==> config.mk <==
export PLATFORM = sky130hd
export DESIGN_NAME = eepc_slave
export DESIGN_NICKNAME = d
export VERILOG_FILES = /design/src/core/eepc_pkg.sv /design/src/core/eepc_prog_timer.sv /design/src/core/eepc_slave.sv
export SDC_FILE = /design/constraint.sdc
export NUM_CORES = 2
export LEC_CHECK = 0
export CAP_MARGIN = 25
export CELL_PAD_IN_SITES_DETAIL_PLACEMENT = 1
export CELL_PAD_IN_SITES_GLOBAL_PLACEMENT = 2
export CORE_UTILIZATION = 40
export CTS_CLUSTER_DIAMETER = 150
export CTS_CLUSTER_SIZE = 10
export DETAILED_ROUTE_END_ITERATION = 6
export DONT_BUFFER_PORTS = 1
export HOLD_SLACK_MARGIN = 0.1
export PLACE_DENSITY_LB_ADDON = 0.1
export SETUP_SLACK_MARGIN = 0.4
export SYNTH_ARGS = -nofsm -noshare
export SYNTH_HDL_FRONTEND = slang
export SYNTH_HIERARCHICAL = 1
export SYNTH_SLANG_ARGS = --single-unit
==> constraint.sdc <==
create_clock -name ref_clk -period 8.25 [get_ports ref_clk]
set_clock_uncertainty 0.15 [all_clocks]
set_input_delay 1.65 -clock ref_clk [delete_from_list [all_inputs] [get_ports ref_clk]]
set_output_delay 1.65 -clock ref_clk [all_outputs]
set_load 0.1 [all_outputs]
==> src/core/eepc_pkg.sv <==
// Shared constants for the serial memory control-word slave
package eepc_pkg;
  localparam int ADDR_W = 9;
  localparam int DATA_W = 8;
  localparam int MEM_DEPTH = 512;
  localparam logic [3:0] SEL_PREFIX = 4'hA;
  localparam int SEL_PREFIX_MSB = 7;
  localparam int SEL_PREFIX_LSB = 4;
  localparam int SEL_TWO_POS = 3;
  localparam int SEL_ONE_POS = 2;
  localparam int SEL_PIN_POS = 1;
  localparam int SEL_RW_POS = 0;
  localparam logic SEL_TWO_EXPECT = 1'h0;
  localparam logic [3:0] CNT_LAST_BIT = 4'h7;
  localparam logic [3:0] CNT_ACK = 4'h8;
  localparam int CLK_MHZ = 250;
  localparam int PROG_TIME_US = 10000;
  localparam int PROG_CYCLES = PROG_TIME_US * CLK_MHZ;
  typedef enum logic [2:0] {
    EEPC_IDLE = 3'b000,
    EEPC_SEL = 3'b001,
    EEPC_ADDR = 3'b010,
    EEPC_DATA = 3'b011,
    EEPC_READ = 3'b100,
    EEPC_IGNORE = 3'b101
  } eepc_state_t;
endpackage

==> src/core/eepc_prog_timer.sv <==
// Self-timed programming cycle timer
`timescale 1ns/1ps
module eepc_prog_timer #(
  parameter int CYCLES = eepc_pkg::PROG_CYCLES
) (
  input wire logic ref_clk,
  input wire logic rst_n,
  input wire logic start,
  input wire logic abort,
  output logic busy,
  output logic done
);
  logic [31:0] cnt_reg;
  logic [31:0] cnt_next;
  logic busy_reg;
  logic busy_next;
  logic done_reg;
  logic done_next;

  always_comb begin
    cnt_next = cnt_reg;
    busy_next = busy_reg;
    done_next = 1'b0;
    if (abort) begin
      busy_next = 1'b0;
    end else if (start) begin
      busy_next = 1'b1;
      cnt_next = 32'(CYCLES - 1);
    end else if (busy_reg) begin
      if (cnt_reg == 32'h0) begin
        busy_next = 1'b0;
        done_next = 1'b1;
      end else begin
        cnt_next = cnt_reg - 32'h1;
      end
    end
  end

  always_ff @(posedge ref_clk) begin
    if (!rst_n) begin
      cnt_reg <= 32'h0;
      busy_reg <= 1'b0;
      done_reg <= 1'b0;
    end else begin
      cnt_reg <= cnt_next;
      busy_reg <= busy_next;
      done_reg <= done_next;
    end
  end

  assign busy = busy_reg;
  assign done = done_reg;
endmodule

==> src/core/eepc_slave.sv <==
// Two-wire serial memory slave with self-timed programming
`timescale 1ns/1ps
// Behaviour
// Write-select 1010,selects,0 is acknowledged on clock nine when selects match.
// Read-select has a 1 in bit eight; acknowledged, then data shifts out.
// Word address follows write-select, MSB first, acknowledged on clock nine.
// Data byte after address is latched and acknowledged on clock nine.
// Read data goes out MSB first; master acks low to continue, high ends.
// Read-select gets no acknowledge while programming; acknowledged once done.
// A write-select during programming aborts programming at once.
// Sequential read increments address per master ack, wraps, releases at stop.
// Programming starts only on stop after all 27 clocks of entry.
// Floating select pin blocks programming; select bit must then be zero.
// Unmatched selects release the line and ignore bytes until next start.
module eepc_slave #(
  parameter int PROG_CYCLES = eepc_pkg::PROG_CYCLES
) (
  input wire logic ref_clk,
  input wire logic rst_n,
  input wire logic scl_in,
  input wire logic sda_in,
  output logic sda_out,
  output logic sda_oe_n,
  input wire logic sel_pin,
  input wire logic sel_float,
  output logic prog_busy
);
  logic [eepc_pkg::DATA_W-1:0] mem [eepc_pkg::MEM_DEPTH];
  eepc_pkg::eepc_state_t st_reg, st_next;
  logic [3:0] cnt_reg, cnt_next;
  logic [7:0] sh_reg, sh_next;
  logic [eepc_pkg::ADDR_W-1:0] addr_reg, addr_next;
  logic [7:0] wdata_reg, wdata_next;
  logic full_reg, full_next;
  logic oe_n_reg, oe_n_next;
  logic scl_d, sda_d;
  logic prog_start, prog_abort, prog_done;
  logic scl_rise, scl_fall, start_c, stop_c, match;
  logic [7:0] rdata;

  function automatic logic sel_match(input logic [7:0] w, input logic pin, input logic flt);
    sel_match = (w[eepc_pkg::SEL_PREFIX_MSB:eepc_pkg::SEL_PREFIX_LSB] == eepc_pkg::SEL_PREFIX)
      && (w[eepc_pkg::SEL_TWO_POS] == eepc_pkg::SEL_TWO_EXPECT)
      && (w[eepc_pkg::SEL_PIN_POS] == (flt ? 1'b0 : pin));
  endfunction

  assign scl_rise = scl_in && !scl_d;
  assign scl_fall = !scl_in && scl_d;
  assign start_c = scl_in && scl_d && sda_d && !sda_in;
  assign stop_c = scl_in && scl_d && !sda_d && sda_in;
  assign match = sel_match(sh_reg, sel_pin, sel_float);
  assign rdata = mem[addr_reg];

  eepc_prog_timer #(.CYCLES(PROG_CYCLES)) u_timer (
    .ref_clk(ref_clk),
    .rst_n(rst_n),
    .start(prog_start),
    .abort(prog_abort),
    .busy(prog_busy),
    .done(prog_done)
  );

  always_comb begin
    st_next = st_reg;
    cnt_next = cnt_reg;
    sh_next = sh_reg;
    addr_next = addr_reg;
    wdata_next = wdata_reg;
    full_next = full_reg;
    oe_n_next = oe_n_reg;
    prog_start = 1'b0;
    prog_abort = 1'b0;
    if (start_c) begin
      st_next = eepc_pkg::EEPC_SEL;
      cnt_next = 4'hF; // Skip the fall that ends the start hold
      full_next = 1'b0;
      oe_n_next = 1'b1;
    end else if (stop_c) begin
      st_next = eepc_pkg::EEPC_IDLE;
      oe_n_next = 1'b1;
      if (st_reg == eepc_pkg::EEPC_DATA && full_reg && cnt_reg == 4'h0 && !sel_float) begin
        prog_start = 1'b1;
      end
      full_next = 1'b0;
    end else if (st_reg != eepc_pkg::EEPC_IDLE && st_reg != eepc_pkg::EEPC_IGNORE) begin
      if (scl_rise && cnt_reg < eepc_pkg::CNT_ACK && st_reg != eepc_pkg::EEPC_READ) begin
        sh_next = {sh_reg[6:0], sda_in};
      end else if (scl_rise && cnt_reg == eepc_pkg::CNT_ACK && st_reg == eepc_pkg::EEPC_READ
          && full_reg) begin
        if (!sda_in) begin
          addr_next = addr_reg + 9'h001;
        end else begin
          st_next = eepc_pkg::EEPC_IGNORE;
        end
      end else if (scl_fall && cnt_reg == eepc_pkg::CNT_LAST_BIT) begin
        cnt_next = eepc_pkg::CNT_ACK;
        oe_n_next = 1'b1;
        unique case (st_reg)
          eepc_pkg::EEPC_SEL: begin
            if (!match) begin
              st_next = eepc_pkg::EEPC_IGNORE;
            end else if (!sh_reg[eepc_pkg::SEL_RW_POS]) begin
              oe_n_next = 1'b0;
              prog_abort = prog_busy;
              addr_next[8] = sh_reg[eepc_pkg::SEL_ONE_POS];
              st_next = eepc_pkg::EEPC_ADDR;
            end else if (prog_busy) begin
              st_next = eepc_pkg::EEPC_IGNORE;
            end else begin
              oe_n_next = 1'b0;
              st_next = eepc_pkg::EEPC_READ;
            end
          end
          eepc_pkg::EEPC_ADDR: begin
            oe_n_next = 1'b0;
            addr_next[7:0] = sh_reg;
            st_next = eepc_pkg::EEPC_DATA;
          end
          eepc_pkg::EEPC_DATA: begin
            if (full_reg) begin
              full_next = 1'b0;
              st_next = eepc_pkg::EEPC_IGNORE;
            end else begin
              oe_n_next = 1'b0;
              wdata_next = sh_reg;
              full_next = 1'b1;
            end
          end
          eepc_pkg::EEPC_READ: begin
            oe_n_next = 1'b1;
          end
          default: begin
            st_next = eepc_pkg::EEPC_IGNORE;
          end
        endcase
      end else if (scl_fall && cnt_reg == eepc_pkg::CNT_ACK) begin
        cnt_next = 4'h0;
        oe_n_next = 1'b1;
        if (st_reg == eepc_pkg::EEPC_READ) begin
          sh_next = {rdata[6:0], 1'b1};
          full_next = 1'b1;
          oe_n_next = rdata[7];
        end
      end else if (scl_fall) begin
        cnt_next = cnt_reg + 4'h1;
        if (st_reg == eepc_pkg::EEPC_READ) begin
          sh_next = {sh_reg[6:0], 1'b1};
          oe_n_next = sh_reg[7];
        end
      end
    end
  end

  always_ff @(posedge ref_clk) begin
    if (!rst_n) begin
      st_reg <= eepc_pkg::EEPC_IDLE;
      cnt_reg <= 4'h0;
      sh_reg <= 8'h00;
      addr_reg <= 9'h000;
      wdata_reg <= 8'hFF;
      full_reg <= 1'b0;
      oe_n_reg <= 1'b1;
      scl_d <= 1'b1;
      sda_d <= 1'b1;
    end else begin
      st_reg <= st_next;
      cnt_reg <= cnt_next;
      sh_reg <= sh_next;
      addr_reg <= addr_next;
      wdata_reg <= wdata_next;
      full_reg <= full_next;
      oe_n_reg <= oe_n_next;
      scl_d <= scl_in;
      sda_d <= sda_in;
    end
  end

  always_ff @(posedge ref_clk) begin
    if (prog_done) begin
      mem[addr_reg] <= wdata_reg;
    end
  end

  assign sda_out = 1'b0;
  assign sda_oe_n = oe_n_reg;
endmodule

==> impl_results.md <==
* CTS clk-pin slew, worst paths at 70 ps
* Num CTS Buffers at 454
* Fraction of layout instances using a drive strength above 1 at 24.9%
* Power, Total at 40.8 mW
* Rel. slew slack at 12.1%
* DP HPWL at 309000 µm
* First-pass GRT wire length at 707000 µm
* Most frequent cells in the layout: edfxtp_1, mux4_2, nor2_1
* RSZ-0062 raised after global routing: no
* Vias in the first global route at 83500
* Leak at 53.1 nW
* Initial antenna violation count at 37
* Via density at 6.01
* Die H at 639 µm
* Worst vdd ir at 0.000172 V
* Tcrit/Tclk final at 73.5%
* Final ANT Viol Nets at 0
* Root Driver: clkbuf_16
* Library cells used by synthesis at 85
* Placed Area at 170000 µm²
* FF/Latch Area at 124000 µm²
* Final setup vio count at 0
* Synth area leader: edfxtp_1
* Synthesized area per cell at 21.4 µm²
* Port Buffers at 0
* WL/cell at 38.2 µm
* Slowest stage delay, CP at 850 ps
* Share of the synthesized area in the top cell type at 75.8%
* Hold Worst Slack at 339 ps
* Largest net degree at the start of global routing at 217
* Number of synthesized flops with an enable pin at 4096
* Clk sink count at 4166
* PD cells at 224 nW/µm²
* Main area contributors after synthesis: edfxtp_1, mux4_2, nor2_1
* Core area at 403000 µm²
* Max Clk Rate at 165 MHz
* Max FFs per register at 4096
* Asr flop ratio synth at 0%
* Area used by multi-input combinational logic at 35700 µm²
* Critical Path End Type: flip-flop
* Cts hold-fix bufs at 0
* Most common cell after layout, fill and taps aside: edfxtp_1
* Cells after synthesis at 7595
* Clk_lat worst skew at 1000 ps
* Detailed Routing Iterations Pass 1 at 5
* I/O pins at 9
* GPL Wtd Cong at 0.798
* Filler Cell Count at 36500
* Crit path cell chain: buf_4 > buf_4 > mux4_2 > mux4_2 > a32oi_1 > nand2_1 > or4_1 > nor3_1 > o211ai_1
* Number of remaining DRC errors at 0
* Tot GR Track Use at 24.9%
* Post-route setup slack at 2180 ps
* Row cnt at 233
* Yosys reg bits at 4166
* Total of max-cap violations at 0
* Critical path start-end classification: reg -> reg
* Initial core utilization at 40.2%
* Grt total ovfl at 0
* Via count at 80500
* Initial DRC Count at 8695
* Final non-filler cell area at 182000 µm²
* Total number of yosys warnings at 6
* DP Worst Slack at 2260 ps
* Data required time at the worst endpoint at 8940 ps
* Syn Nets at 7608
* Sequential fraction of the synthesis area at 76.6%
* Syn-to-layout area delta at 12.2%
* Final net count at 7893
* PostCTS Resize Cnt at 0
* TritonCTS clock tree: yes
* Synthesized area at 162000 µm²
* Die area at 408000 µm²
* Die X at 639 µm
* Final Hold Viols at 0
* Ys flop type: edfxtp_1
* Postcts setup bufs at 0
* Worst-path maximum fanout at 49
* Htree depth at 5
* Status: finished clean
* Worst-Margin Slew at 1320 ps
* Pins Over Slew Limit at 0
* Clock Path Buffers at 4
* Routed wire length at 512000 µm
* Type of the tightest min-delay check: reg -> reg
* Slowest CP cell: dfxtp_4
* Crit path arrival time at 6760 ps
* Startpoint Class: flip-flop
* Fin crit period at 6070 ps
* Post-Route Setup TNS at 0 ps
-- critical path, delay by kind of cell (launching register included) --
family | cells | cell delay, ps
simple gates | 3 | 1610
buf+inv | 2 | 1420
mux | 2 | 1010
flops | 1 | 850
compound gates | 2 | 700
-- final timing paths --
kind	slack, ps	from	depth (start not counted)	endpoint
worst max-delay path	2180	addr_reg[1]$_SDFFE_PN0P_	9	sda_oe_n$_SDFFE_PP1P_
worst min-delay path	340	u_timer/cnt_reg[29]$_SDFFE_PN0P_	2	u_timer/cnt_reg[29]$_SDFFE_PN0P_
worst min register to register	340	u_timer/cnt_reg[29]$_SDFFE_PN0P_	2	u_timer/cnt_reg[29]$_SDFFE_PN0P_
worst max register to register	2180	addr_reg[1]$_SDFFE_PN0P_	9	sda_oe_n$_SDFFE_PP1P_
-- kinds of logic (layout without fill, tap and decap cells) --
family	Yosys count	in the layout	share of synthesized area, %
xor gates and xnor gates	7	7	0.0378
other	1	8	0.00231
muxes	1298	1298	16.6
buffers and inverters	487	876	1.59
DFF	4166	4166	76.6
and+or+nand+nor	1160	1160	3.11
adders and majority gates	7	7	0.0539
AOI/OAI and AO/OA	469	469	2.04
-- cells in the mapped netlist (16+ instances only) --
library cell  instances
buf_4                68
a31oi_1              19
nor2b_1              16
mux2i_1             183
a22oi_1              82
o211ai_1             16
clkbuf_1            210
edfxtp_1           4096
buf_2               106
mux4_2             1109
a21oi_1              92
nor4_1               21
nand4_1              20
inv_1                17
nor3_1               32
nor2_1              630
a22o_1               23
nand3_1              85
dfxtp_1              70
a221oi_1             22
o21ai_0              48
buf_1                36
o22ai_1              31
nand2_1             248
buf_6                44
a32oi_1              34
-- cell type report --
class	instances	area share (%)
inverter	20	0.0460
multi-input combinational	2942	19.6
antenna	7	0.00961
tap	5405	3.71
sequential	4166	68.3
clock buffer	541	6.49
timing repair buffer	296	1.67
clock inverter	19	0.151
-- power breakdown --
part / internal [mW] / switching, mW
registers: 22.9 / 0.00742
logic: 0.0100 / 0.0273
clock network: 9.92 / 7.98
total: 32.8 / 8.01
-- layer usage --
layer	GRT usage, %	part of all wire [%]
met1	35.7	43
met2	40.2	48
met3	3.68	5.8
met4	6.17	2.7
met5	0	0.0035
-- stage by stage --
step / cells / utilization, %
2_1_floorplan: 7595 / -
3_3_place_gp: 12700 / 41.9
3_5_place_dp: 12800 / 42.0
4_1_cts: 13400 / 45.0
5_1_grt: 13400 / 45.2
6_report: 13400 / 45.2
No activity file was read; power rests on OpenSTA's default activity.
